## config.mk

```make
export PLATFORM = sky130hd
export DESIGN_NAME = dual_key_reset_timer
export DESIGN_NICKNAME = d
export VERILOG_FILES = /design/src/hw/reset_timer_pkg.sv /design/src/hw/cycle_counter.sv /design/src/hw/dual_key_reset_timer.sv
export VERILOG_INCLUDE_DIRS = /design/src /design/src/hw
export SDC_FILE = /design/constraint.sdc
export NUM_CORES = 1
export LEC_CHECK = 0
export BUFFER_PORTS_ARGS = -buffer_cell sky130_fd_sc_hd__buf_2
export CORE_UTILIZATION = 60
export DETAILED_ROUTE_END_ITERATION = 10
export PLACE_DENSITY = 0.74
export RECOVER_POWER = 100
export SYNTH_ARGS = -nofsm -noshare
export SYNTH_HDL_FRONTEND = slang
export SYNTH_SLANG_ARGS = --single-unit
```

## constraint.sdc

```tcl
create_clock -name SYS_CLK -period 3.25 [get_ports SYS_CLK]
set_clock_uncertainty 0.2 [all_clocks]
set_input_delay 0.65 -clock SYS_CLK [delete_from_list [all_inputs] [get_ports SYS_CLK]]
set_output_delay 0.65 -clock SYS_CLK [all_outputs]
set_load 0.01 [all_outputs]
```

## src/hw/reset_timer_defines.svh

```systemverilog
// Timing constants and variant codes for the dual-key reset timer.
// Assumes inclusion by bare name from hw/ sources.
`ifndef RESET_TIMER_DEFINES_SVH
`define RESET_TIMER_DEFINES_SVH

`define CLK_PERIOD_NS 10
// Nominal times in microseconds
`define DELAY_SHORT_US 7500000
`define DELAY_LONG_US 11250000
`define DELAY_FIX_A_US 7500000
`define DELAY_FIX_B_US 10000000
`define DELAY_FIX_C_US 3000000
`define REL_FIX_A_US 234000
`define REL_FIX_B_US 313000
`define REL_FIX_C_US 78000
`define REL_FIX_D_US 187500
// Cycle counts derived from time and clock period
`define US_TO_CYC(t) ((64'(t) * 64'd1000) / 64'(`CLK_PERIOD_NS))

`endif

```

## src/hw/reset_timer_pkg.sv

```systemverilog
// Types shared by the dual-key reset timer.
// Assumes no other package.
`default_nettype none
package reset_timer_pkg;
    typedef enum logic [1:0] {
        ST_IDLE = 2'b00,
        ST_COUNT = 2'b01,
        ST_ASSERT = 2'b11,
        ST_WAIT = 2'b10
    } timer_state_t;

    typedef struct packed {
        logic key_a_n;
        logic key_b_n;
    } keys_t;
endpackage
`default_nettype wire

```

## src/hw/cycle_counter.sv

```systemverilog
// Up-counter from zero to a programmable target with terminal flag.
// Assumes a synchronous active-high reset.
`default_nettype none
module cycle_counter #(
    parameter int WIDTH = 40
) (
    input wire logic clk,
    input wire logic rst,
    input wire logic clear,
    input wire logic run,
    input wire logic [WIDTH-1:0] target,
    output logic done
);
    logic [WIDTH-1:0] count_ff;

    always_ff @(posedge clk) begin
        if (rst || clear || !run) begin
            count_ff <= '0;
        end else if (count_ff != target) begin
            count_ff <= count_ff + 1'b1;
        end
    end

    assign done = run && (count_ff == target);
endmodule
`default_nettype wire

```

## src/hw/dual_key_reset_timer.sv

```systemverilog
// Dual-key long-interval reset timer.
// Assumes keys, strap and clock synchronous to SYS_CLK.
`default_nettype none
`include "reset_timer_defines.svh"
module dual_key_reset_timer
    import reset_timer_pkg::*;
#(
    // 1: selectable delay by strap; 0: fixed delay with auto release
    parameter bit SELECTABLE = 1'b1,
    parameter longint DELAY_FIX_US = `DELAY_FIX_A_US,
    parameter longint REL_FIX_US = `REL_FIX_A_US,
    parameter longint DELAY_SHORT_US = `DELAY_SHORT_US,
    parameter longint DELAY_LONG_US = `DELAY_LONG_US,
    parameter int CNT_W = 40
) (
    input wire logic SYS_CLK,
    input wire logic RESET,
    input wire logic KEY_IN_A_N,
    input wire logic KEY_IN_B_N,
    input wire logic DELAY_SEL,
    output logic RST_OUT
);
    // ****************************************
    // Derived counts
    // ****************************************
    localparam longint DLY_SHORT_CYC = `US_TO_CYC(DELAY_SHORT_US);
    localparam longint DLY_LONG_CYC = `US_TO_CYC(DELAY_LONG_US);
    localparam longint DLY_FIX_CYC = `US_TO_CYC(DELAY_FIX_US);
    localparam longint REL_FIX_CYC = `US_TO_CYC(REL_FIX_US);

    initial begin
        if (DLY_SHORT_CYC < 2 || DLY_LONG_CYC < 2 || DLY_FIX_CYC < 2 || REL_FIX_CYC < 2) begin
            $error("Timing counts too small");
        end
        if (DLY_LONG_CYC >= (64'd1 << CNT_W) || DLY_FIX_CYC >= (64'd1 << CNT_W)) begin
            $error("Counter too narrow");
        end
    end

    // ****************************************
    // Key and strap capture
    // ****************************************
    keys_t keys;
    logic both_low;
    logic sel_ff;
    logic strap_taken_ff;
    timer_state_t state_ff;
    timer_state_t nxt_state;
    logic [CNT_W-1:0] target;
    logic done;
    logic rst_out_ff;

    assign keys = '{key_a_n: KEY_IN_A_N, key_b_n: KEY_IN_B_N};
    assign both_low = !keys.key_a_n && !keys.key_b_n;

    // Strap caught once after reset release
    always_ff @(posedge SYS_CLK) begin
        if (RESET) begin
            strap_taken_ff <= 1'b0;
            sel_ff <= 1'b0;
        end else if (!strap_taken_ff) begin
            strap_taken_ff <= 1'b1;
            sel_ff <= DELAY_SEL;
        end
    end

    // ****************************************
    // Target selection
    // ****************************************
    always_comb begin
        if (state_ff == ST_ASSERT) begin
            target = CNT_W'(REL_FIX_CYC - 1);
        end else if (SELECTABLE) begin
            target = sel_ff ? CNT_W'(DLY_LONG_CYC - 1) : CNT_W'(DLY_SHORT_CYC - 1);
        end else begin
            target = CNT_W'(DLY_FIX_CYC - 1);
        end
    end

    cycle_counter #(
        .WIDTH(CNT_W)
    ) u_counter (
        .clk(SYS_CLK),
        .rst(RESET),
        .clear(nxt_state != state_ff),
        .run((state_ff == ST_COUNT) || (state_ff == ST_ASSERT && !SELECTABLE)),
        .target(target),
        .done(done)
    );

    // ****************************************
    // Sequencer
    // ****************************************
    always_comb begin
        nxt_state = state_ff;
        unique case (state_ff)
            ST_IDLE: begin
                if (both_low && strap_taken_ff) begin
                    nxt_state = ST_COUNT;
                end
            end
            ST_COUNT: begin
                if (!both_low) begin
                    nxt_state = ST_IDLE;
                end else if (done) begin
                    nxt_state = ST_ASSERT;
                end
            end
            ST_ASSERT: begin
                if (!both_low) begin
                    nxt_state = ST_IDLE;
                end else if (!SELECTABLE && done) begin
                    nxt_state = ST_WAIT;
                end
            end
            ST_WAIT: begin
                if (!both_low) begin
                    nxt_state = ST_IDLE;
                end
            end
        endcase
    end

    always_ff @(posedge SYS_CLK) begin
        if (RESET) begin
            state_ff <= ST_IDLE;
        end else begin
            state_ff <= nxt_state;
        end
    end

    // Reset output held while asserted state continues
    always_ff @(posedge SYS_CLK) begin
        if (RESET) begin
            rst_out_ff <= 1'b0;
        end else begin
            rst_out_ff <= (nxt_state == ST_ASSERT);
        end
    end

    assign RST_OUT = rst_out_ff;
endmodule
`default_nettype wire

```

==> results of run 1 <==
## registers in the layout (all words and copies together) (netlist names)
signal / flops
sel_ff: 1
strap_taken_ff: 1
u_counter.count_ff: 40
RST_OUT: 1
state_ff: 2
## synthesized netlist by cell type, types with 6 or more instances
library cell  instances  area (sq um)
nor2_1               47           176
nand3_1              21           105
nor3_1                6          30.0
or3_1                11          68.8
o21ai_0               6          30.0
a21oi_1               7          35.0
xor2_1               12           105
clkbuf_1              8          30.0
dfxtp_1              45           901
xnor2_1              23           201
and3_1                7          43.8
nand2_1              15          56.3
inv_1                 9          33.8
nor4_1               15          93.8
nand4_1               8          50.1
## through the flow
| step | cell area [sq um] | utilization, % |
|---|---|---|
| floorplan | 2340 | - |
| global placement | 2380 | 64.0 |
| detailed placement | 2380 | 64.0 |
| CTS | 2480 | 66.8 |
| global route | 2470 | 66.6 |
| finish | 2470 | 66.6 |
## per-layer routing
metal | GRT usage (%) | part of all wire [%] | vias to the layer above | routed length [um]
li1 | - | - | 1006 | -
met1 | 39.0 | 47 | 946 | 2450
met2 | 43.8 | 46 | 44 | 2390
met3 | 4.75 | 5.8 | 8 | 303
met4 | 9.17 | 1.2 | 0 | 64
met5 | 0 | 0 | - | 0
## placed cells by master (no fill, tap or decap), types with 2 or more instances in the layout
cell type and n:
and4_1 5, dfxtp_1 45, or3_1 12, nor3_1 6, or4_1 2, nor2_1 47
o221ai_1 2, nand3_1 21, buf_2 3, inv_1 9, nand4_1 8, xor2_1 12
and2_1 4, nor4b_1 2, xnor2_1 23, a21oi_1 7, nand2_1 15, and3_1 7
clkbuf_8 5, o21ai_0 6, clkbuf_1 2, nor4_1 15
## worst min-delay path by stage
stage                                               to  slack (ps)  cells past startpoint
global placement    u_counter.count_ff[0]$_SDFFE_PP0P_         240                      1
CTS                 u_counter.count_ff[0]$_SDFFE_PP0P_         270                      1
detailed placement  u_counter.count_ff[0]$_SDFFE_PP0P_         250                      1
finish              u_counter.count_ff[0]$_SDFFE_PP0P_         270                      1
global route        u_counter.count_ff[0]$_SDFFE_PP0P_         300                      1
floorplan           u_counter.count_ff[0]$_SDFFE_PP0P_         230                      1
## logic make-up (layout without fill, tap and decap cells)
group | after synthesis | count (layout) | synth area share, %
muxes | 1 | 1 | 0.427
AOI/OAI and AO/OA | 28 | 28 | 8.33
DFF | 45 | 45 | 38.4
and+or+nand+nor | 153 | 153 | 34.5
xor gates and xnor gates | 35 | 35 | 13.1
adders and majority gates | 1 | 1 | 0.534
buffers and inverters | 24 | 23 | 4.64
## area by class of cell
type                       instances  area (sq um)
tap                               48          60.1
timing repair buffer               7          35.0
multi-input combinational        218          1340
clock buffer                       5          68.8
clock inverter                     2          35.0
fill                             337          1240
inverter                           9          33.8
sequential                        45           901
## power by group
part	internal, W	switching (W)
combinational	0.00000578	0.00000915
clock	0.000224	0.000190
sequential	0.000553	0.00000204
==> flow_summary_export.csv, run 1 <==
group,metric,value,unit
outcome,status,"completed",
drt,drc,0,
die,die_y,64.5,um
cts,clock_latency,300,ps
finish,nets,292,
pwr,powerDensity,397,nW/um^2
die,core_area,3720,sq um
placed_design,dp_hpwl,3.67,mm
global_routing,track_usage,28.0,%
critical_path,cp_num_cells,6,
hold_path,hold_class,"reg2reg",
drt,vias_per_cell,6.00,
finish,antenna_cells,0,
global_routing,grt_pass1_vias,1894,
sta,fin_hold_ws,272,ps
drt,antenna_left,0,
critical_path,cp_cell_sequence,"a21boi_1, and4_1, o221ai_1, o41ai_4, clkbuf_2, nor2_1",
logic_synthesis,yosysWarnings,0,
cts,cts_made_buffers,5,
logic_synthesis,synth-seq-area-share,38.4,%
critical_path,r2r_slack,570,ps
critical_path,path_delay_family,"compound AO/OA/AOI/OAI gates",
cts,cts_root_buffer,"clkbuf_8",
critical_path,cp_slowest_cell,"a21boi_1",
die,dieArea,4160,sq um
sta,fin_crit_sh,82.5,%
critical_path,critPathMaxFanout,23,
cts,cts_tree,"yes",
sta,fmax,0.373,GHz
sta,slew-limit-headroom,27.4,%
critical_path,required,3220,ps
logic_synthesis,postSynthAreaPerCell,8.17,sq um
logic_synthesis,async_reset_ff_share,0,%
global_routing,grt_pass1_wl,8.96,mm
pwr,p_leak,0.700,nW
critical_path,setup.worst_path.start,"sel_ff$_SDFFE_PP0N_",
global_routing,grt_start_max_net_pins,24,
finish,drive_gt1_share,5.59,%
drt,vias,2004,
critical_path,r2r_start,"sel_ff$_SDFFE_PP0N_",
sta,hold_viol_final,0,
logic_synthesis,ys_ff_latch,45,
cts,clk_path_buf_depth,2,
logic_synthesis,yosysUniqueCellTypes,48,
die,std_cell_rows,22,
placed_design,dp_cells,327,
drt,finalWirelength,5.21,mm
cts,cts_sinks,45,
logic_synthesis,synth_area,2340,sq um
placed_design,io_buffers,5,
critical_path,rr_worst_depth,6,
logic_synthesis,syn_nets,293,
sta,setup_ws,568,ps
placed_design,place.gp.congestion,0.899,
die,initial_core_util,63.1,%
logic_synthesis,synth_edf_count,0,
critical_path,crit_path_end,"u_counter.count_ff[26]$_SDFFE_PP0P_",
sta,rsz0062_at_grt,"false",
drt,drt_pre_antenna_iters,4,
sta,drv_slew,0,
drt,drtIter0Drc,190,
sta,setup_viol,0,
sta,finalCriticalPeriod,2680,ps
critical_path,crit_buf_inv,1,
cts,clkTransAtPathRegs,80,ps
sta,worst_pin_slew,1090,ps
sta,setup_tns,0,ps
critical_path,crit_arrival,2660,ps
die,pin_count,6,
finish,final_cells,334,
critical_path,max_stage_delay,550,ps
logic_synthesis,synth_top_flop_cell,"dfxtp_1",
global_routing,antenna_found_initial,0,
drt,post_drt_wl_per_cell,15.6,um
cts,cts_resized,0,
critical_path,crit_type,"reg2reg",
placed_design,dp_slack,780,ps
pwr,vdd_ir_drop_max,0.253,mV
pwr,total_power,0.000983,W
logic_synthesis,syn_inst,287,
cts,postCtsHoldBufs,0,
cts,postCtsSetupBuffers,0,
critical_path,critPathCaptureType,"flop",
global_routing,grt-ovfl-total,0,
die,die_w,64.5,um
hold_path,worstHoldStart,"u_counter.count_ff[0]$_SDFFE_PP0P_",
cts,cts_htree_levels,2,
run,maxCapViolCount,0,
critical_path,start_kind,"flop",
critical_path,r2r_end,"u_counter.count_ff[26]$_SDFFE_PP0P_",
finish,area_growth,5.55,%
Note: power is estimated with default switching activity, not from simulation.
==> inputs of run 2 (changes only) <==
==> constraint.sdc (replaced) <==
create_clock -name SYS_CLK -period 2.5 [get_ports SYS_CLK]
set_clock_uncertainty 0.2 [all_clocks]
set_input_delay 0.5 -clock SYS_CLK [delete_from_list [all_inputs] [get_ports SYS_CLK]]
set_output_delay 0.5 -clock SYS_CLK [all_outputs]
set_load 0.01 [all_outputs]
==> run 2 against run 1 <==
- count of clock-buffer cells in the layout is 1 higher
- hold slack got worse by 100 ps
- via count grew 6.9%
- critical path depth did not move
- final cell count is 5.1% higher
- first-iteration DRC count up 1.6%
- largest cell class unchanged
==> flow_summary_export.csv, run 2 (synthesis gave the netlist of run 1 again) <==
group,metric,value,unit
outcome,status,"completed",
pwr,vdd_ir_drop_max,0.347,mV
global_routing,grt_pass1_vias,1880,
finish,drive_gt1_share,10.9,%
drt,vias,2142,
finish,final_cell_mix,"nor2_1, dfxtp_1, xnor2_1",
critical_path,crit_type,"reg2reg",
cts,cts_made_buffers,5,
cts,cts_root_buffer,"clkbuf_8",
sta,slew-limit-headroom,29.9,%
hold_path,hold_class,"in2reg",
die,initial_core_util,63.1,%
critical_path,crit_arrival,2360,ps
drt,vias_per_cell,6.10,
finish,area_growth,12.0,%
global_routing,track_usage,28.6,%
critical_path,start_kind,"flop",
global_routing,antenna_found_initial,0,
critical_path,crit_path_end,"u_counter.count_ff[26]$_SDFFE_PP0P_",
die,die_y,64.5,um
placed_design,io_buffers,5,
finish,fillers,321,
critical_path,required,2490,ps
global_routing,grt_start_max_net_pins,19,
sta,fin_crit_sh,94.7,%
die,dieArea,4160,sq um
pwr,powerDensity,505,nW/um^2
critical_path,critPathMaxFanout,6,
finish,layout_commonest_cell,"nor2_1",
global_routing,grt-ovfl-total,0,
sta,finalCriticalPeriod,2370,ps
finish,nets,308,
die,die_w,64.5,um
sta,hold_viol_final,0,
sta,worst_pin_slew,1050,ps
drt,post_drt_wl_per_cell,15.8,um
finish,multi_input_area,1350,sq um
placed_design,dpl_cell_area,2510,sq um
cts,clock_latency,300,ps
critical_path,cp_num_cells,6,
drt,drtIter0Drc,193,
critical_path,setup.worst_path.start,"u_counter.count_ff[24]$_SDFFE_PP0P_",
critical_path,cp_cell_sequence,"or3b_2, o21ai_0, o221ai_1, o41ai_4, buf_4, nor2_1",
run,maxCapViolCount,0,
critical_path,r2r_start,"u_counter.count_ff[24]$_SDFFE_PP0P_",
drt,drc,0,
cts,clkTransAtPathRegs,90,ps
critical_path,path_delay_family,"compound AO/OA/AOI/OAI gates",
critical_path,crit_buf_inv,1,
hold_path,min_path_cells,2,
placed_design,dp_hpwl,4.06,mm
critical_path,critPathCaptureType,"flop",
finish,top_regs,"u_counter.count_ff: 40 flops, state_ff: 2 flops",
drt,antenna_left,0,
die,pin_count,6,
cts,clk_path_buf_depth,2,
die,std_cell_rows,22,
sta,rsz0062_at_grt,"false",
finish,largest_register,"u_counter.count_ff",
finish,antenna_cells,0,
cts,postCtsHoldBufs,0,
drt,drt_pre_antenna_iters,4,
critical_path,rr_worst_depth,6,
critical_path,cp_slowest_cell,"or3b_2",
sta,drv_slew,0,
cts,cts_htree_levels,2,
die,core_area,3720,sq um
pwr,p_leak,0.786,nW
finish,largest_reg_flops,40,
sta,setup_viol,0,
sta,setup_tns,0,ps
sta,fmax,0.422,GHz
critical_path,r2r_end,"u_counter.count_ff[26]$_SDFFE_PP0P_",
global_routing,grt_pass1_wl,9.09,mm
finish,ff_latch_area,901,sq um
cts,cts_sinks,45,
placed_design,place.gp.congestion,0.885,
finish,postLayoutCellArea,2620,sq um
drt,finalWirelength,5.55,mm
critical_path,r2r_slack,130,ps
cts,cts_tree,"yes",
critical_path,max_stage_delay,490,ps
## run 2: cell count changes in the layout (fill, tap and decap cells not counted), sizes merged
cell	delta
buf	+14
clkbuf	+3
clkinv	-1
clkinvlp	+1
## run 2: final cells by class
type	instances	share of cell area, %
timing repair buffer	23	6.10
multi-input combinational	218	51.4
tap	48	2.29
sequential	45	34.3
clock inverter	2	1.43
clock buffer	6	3.15
inverter	9	1.29
## run 2: how the worst min path moves through the flow
stage	to	slack [ps]	from
2_1_floorplan	u_counter.count_ff[0]$_SDFFE_PP0P_	230	u_counter.count_ff[0]$_SDFFE_PP0P_
3_3_place_gp	u_counter.count_ff[0]$_SDFFE_PP0P_	250	u_counter.count_ff[0]$_SDFFE_PP0P_
3_5_place_dp	u_counter.count_ff[0]$_SDFFE_PP0P_	260	u_counter.count_ff[0]$_SDFFE_PP0P_
4_1_cts	strap_taken_ff$_DFF_P_	170	RESET
5_1_grt	strap_taken_ff$_DFF_P_	190	RESET
6_report	strap_taken_ff$_DFF_P_	170	RESET
## run 2: repair_timing
action / CTS / global route
buffers inserted: 0 / 0
setup endpoints to repair: 0 / 23
gates resized for setup: 0 / 1
## run 2: worst register-to-register path, stage by stage (launching register included)
cell and delay (ps):
dfxtp_1 440, or3b_2 490, o21ai_0 210, o221ai_1 200
o41ai_4 460, buf_4 210, nor2_1 50
## run 2: per-stage QoR
stage / hold WS, ps / std cells / total power (W) / utilization, % / setup WS [ps]
global placement: 247 / 343 / 0.000759 / 67.6 / 144
floorplan: 230 / 287 / 0.000750 / - / 212
detailed placement: 255 / 343 / 0.000760 / 67.6 / 146
global route: 187 / 351 / 0.00136 / 70.6 / 3.45
CTS: 168 / 351 / 0.00133 / 70.8 / 128
finish: 169 / 351 / 0.00132 / 70.6 / 132
## run 2: power breakdown
part           internal, W  switching (W)  leakage [nW]
registers         0.000718     0.00000323         0.363
logic           0.00000935      0.0000119         0.365
clock network     0.000325       0.000256        0.0574
total              0.00105       0.000271         0.786
## run 2: per-layer routing
| layer | routed length (um) | vias to the layer above | GRT usage (%) |
|---|---|---|---|
| li1 | - | 1047 | - |
| met1 | 2630 | 1012 | 39.1 |
| met2 | 2470 | 72 | 44.7 |
| met3 | 380 | 11 | 5.99 |
| met4 | 64 | 0 | 9.72 |
| met5 | 0 | - | 0 |
==> inputs of run 3 (changes only) <==
--- a/config.mk
+++ b/config.mk
@@ -7,10 +7,12 @@
 export NUM_CORES = 1
 export LEC_CHECK = 0
 export BUFFER_PORTS_ARGS = -buffer_cell sky130_fd_sc_hd__buf_2
+export CORE_ASPECT_RATIO = 2
 export CORE_UTILIZATION = 60
 export DETAILED_ROUTE_END_ITERATION = 10
-export PLACE_DENSITY = 0.74
+export PLACE_DENSITY = 0.77
 export RECOVER_POWER = 100
 export SYNTH_ARGS = -nofsm -noshare
 export SYNTH_HDL_FRONTEND = slang
+export SYNTH_HIERARCHICAL = 1
 export SYNTH_SLANG_ARGS = --single-unit
==> run 3 against run 2 <==
- the flow now finishes with violations (negative setup slack)
- critical path type unchanged
- largest power group unchanged
- largest cell class unchanged
- global-route usage grew 14 points
- combinational power grew to 4.9 times the previous value
- hold slack gained 35 ps
- highest routed layer unchanged
- non-clock buffer count grew 63
==> flow_summary_export.csv, run 3 <==
group,metric,value,unit
pwr,powerDensity,355,nW/um^2
critical_path,crit_buf_inv,3,
die,std_cell_rows,34,
sta,finalCriticalPeriod,2960,ps
cts,clock_latency,320,ps
finish,antenna_cells,0,
sta,drv_slew,0,
critical_path,cp_num_cells,15,
die,die_w,49.5,um
global_routing,antenna_found_initial,0,
outcome,status,"finished with violations",
logic_synthesis,synth_common_cells,"dfxtp_1, xor2_1, nand2_1",
drt,finalWirelength,10.8,mm
sta,setup_viol,42,
global_routing,grt_pass1_vias,3122,
cts,cts_root_buffer,"clkbuf_8",
drt,vias_per_cell,6.59,
logic_synthesis,yosysTopAreaCellShare,33.2,%
placed_design,dpl_cell_area,3470,sq um
logic_synthesis,synth_edf_count,0,
sta,fmax,0.338,GHz
sta,setup_ws,-456,ps
drt,post_drt_wl_per_cell,22.5,um
cts,clkTransAtPathRegs,90,ps
global_routing,grt_pass1_wl,15.3,mm
finish,drive_gt1_share,35.8,%
logic_synthesis,yosysUniqueCellTypes,38,
logic_synthesis,ys_top_cells_by_area,"dfxtp_1, xor2_1, nand2_1",
logic_synthesis,yosysWarnings,6,
critical_path,cp_cell_sequence,"a21oi_4, buf_12, buf_6, xor2_1, nor4_1, nand4_1, nor3_4, and2_4, nand3b_1, o211ai_1, nor2_2, and2_4, buf_12, o211ai_1, nand2_2",
global_routing,track_usage,42.5,%
cts,clk_path_buf_depth,2,
sta,setup_tns,-15400,ps
critical_path,r2r_end,"u_counter/count_ff[12]$_SDFFE_PP0P_",
logic_synthesis,synth_top_flop_cell,"dfxtp_1",
finish,largest_reg_flops,40,
finish,area_growth,43.2,%
critical_path,r2r_slack,-460,ps
finish,nets,433,
die,pin_count,6,
logic_synthesis,postSynthAreaPerCell,8.17,sq um
outcome,failed_checks,"negative setup slack",
pwr,p_leak,1.61,nW
drt,drtIter0Drc,167,
die,core_area,4340,sq um
logic_synthesis,syn_inst,332,
placed_design,dp_hpwl,6.34,mm
critical_path,setup.worst_path.start,"state_ff[0]$_SDFF_PP0_",
finish,top_regs,"u_counter/count_ff: 40 flops, state_ff: 2 flops",
cts,cts_tree,"yes",
cts,cts_made_buffers,5,
sta,hold_viol_final,0,
finish,final_cell_mix,"buf_4, dfxtp_1, xor2_1",
finish,fillers,196,
logic_synthesis,synth_area,2710,sq um
cts,cts_htree_levels,2,
drt,drt_pre_antenna_iters,7,
hold_path,hold_class,"in2reg",
critical_path,crit_type,"reg2reg",
finish,layout_commonest_cell,"buf_4",
logic_synthesis,async_reset_ff_share,0,%
critical_path,rr_worst_depth,15,
finish,largest_register,"u_counter/count_ff",
sta,fin_crit_sh,118,%
finish,postLayoutCellArea,3880,sq um
placed_design,io_buffers,5,
logic_synthesis,synth_top_area_cell,"dfxtp_1",
global_routing,grt_start_max_net_pins,42,
cts,postCtsHoldBufs,0,
pwr,vdd_ir_drop_max,0.502,mV
critical_path,crit_arrival,2960,ps
sta,rsz0062_at_grt,"true",
drt,vias,3171,
critical_path,required,2510,ps
die,dieArea,4810,sq um
logic_synthesis,ys_ff_latch,45,
critical_path,crit_path_end,"u_counter/count_ff[12]$_SDFFE_PP0P_",
critical_path,start_kind,"flop",
die,initial_core_util,62.5,%
logic_synthesis,yosysMostFrequentCell,"dfxtp_1",
global_routing,grt-ovfl-total,0,
placed_design,place.gp.congestion,0.936,
drt,drc,0,
drt,antenna_left,0,
critical_path,r2r_start,"state_ff[0]$_SDFF_PP0_",
critical_path,cp_slowest_cell,"dfxtp_4",
critical_path,max_stage_delay,370,ps
die,die_y,97.1,um
sta,fin_hold_ws,204,ps
critical_path,critPathCaptureType,"flop",
run,maxCapViolCount,0,
critical_path,critPathMaxFanout,7,
logic_synthesis,synth-seq-area-share,33.2,%
cts,cts_sinks,45,
pwr,total_power,0.00138,W
critical_path,path_delay_family,"simple AND/OR/NAND/NOR gates",
==> run 3: cells by family after synthesis <==
logic type | Yosys count | share of synthesized area, %
AOI/OAI and AO/OA | 65 | 15.2
xor gates and xnor gates | 42 | 13.6
adders and majority gates | 1 | 0.461
buffers and inverters | 22 | 3.41
DFF | 45 | 33.2
muxes | 5 | 1.85
other | 2 | 0.277
and+or+nand+nor | 150 | 32.0
==> run 3: worst min-delay path by stage <==
stage | start | end | slack (ps) | cells past startpoint
4_1_cts | RESET | sel_ff$_SDFFE_PP0N_ | 200 | 2
3_5_place_dp | u_counter/count_ff[37]$_SDFFE_PP0P_ | u_counter/count_ff[37]$_SDFFE_PP0P_ | 290 | 2
2_1_floorplan | u_counter/count_ff[37]$_SDFFE_PP0P_ | u_counter/count_ff[37]$_SDFFE_PP0P_ | 260 | 2
5_1_grt | RESET | sel_ff$_SDFFE_PP0N_ | 220 | 2
3_3_place_gp | u_counter/count_ff[37]$_SDFFE_PP0P_ | u_counter/count_ff[37]$_SDFFE_PP0P_ | 280 | 2
6_report | RESET | sel_ff$_SDFFE_PP0N_ | 200 | 2
==> run 3: area by class of cell <==
| cell class | instances | area, sq um | area share [%] |
|---|---|---|---|
| timing repair buffer | 86 | 737 | 19.0 |
| sequential | 45 | 910 | 23.4 |
| tap | 54 | 67.6 | 1.74 |
| clock buffer | 5 | 68.8 | 1.77 |
| multi-input combinational | 284 | 2050 | 52.7 |
| inverter | 5 | 18.8 | 0.483 |
| clock inverter | 2 | 35.0 | 0.902 |
==> run 3: through the flow <==
step / util, % / setup WS [ps] / std cells
after floorplan: - / -723 / 351
after global routing: 89.5 / -635 / 481
after global placement: 80.0 / -360 / 460
after CTS: 86.3 / -273 / 476
final: 89.5 / -456 / 481
after detailed placement: 80.0 / -469 / 460
==> run 3: what timing repair did <==
item	in CTS	in global routing
buffers inserted	7	4
pin swaps	21	6
setup endpoints to repair	40	40
gates cloned	3	2
resized for setup	22	26
==> run 3: report_power, final <==
part           internal [W]  switching [W]
clock network      0.000291       0.000263
registers          0.000717     0.00000395
logic             0.0000436      0.0000613
==> run 3: per-layer routing <==
layer | GRT usage, % | up-vias | part of all wire, %
met5 | 0 | - | 0
met4 | 28.8 | 0 | 9.3
met3 | 9.23 | 96 | 7.2
li1 | - | 1392 | -
met2 | 76.1 | 200 | 50
met1 | 41.2 | 1483 | 33
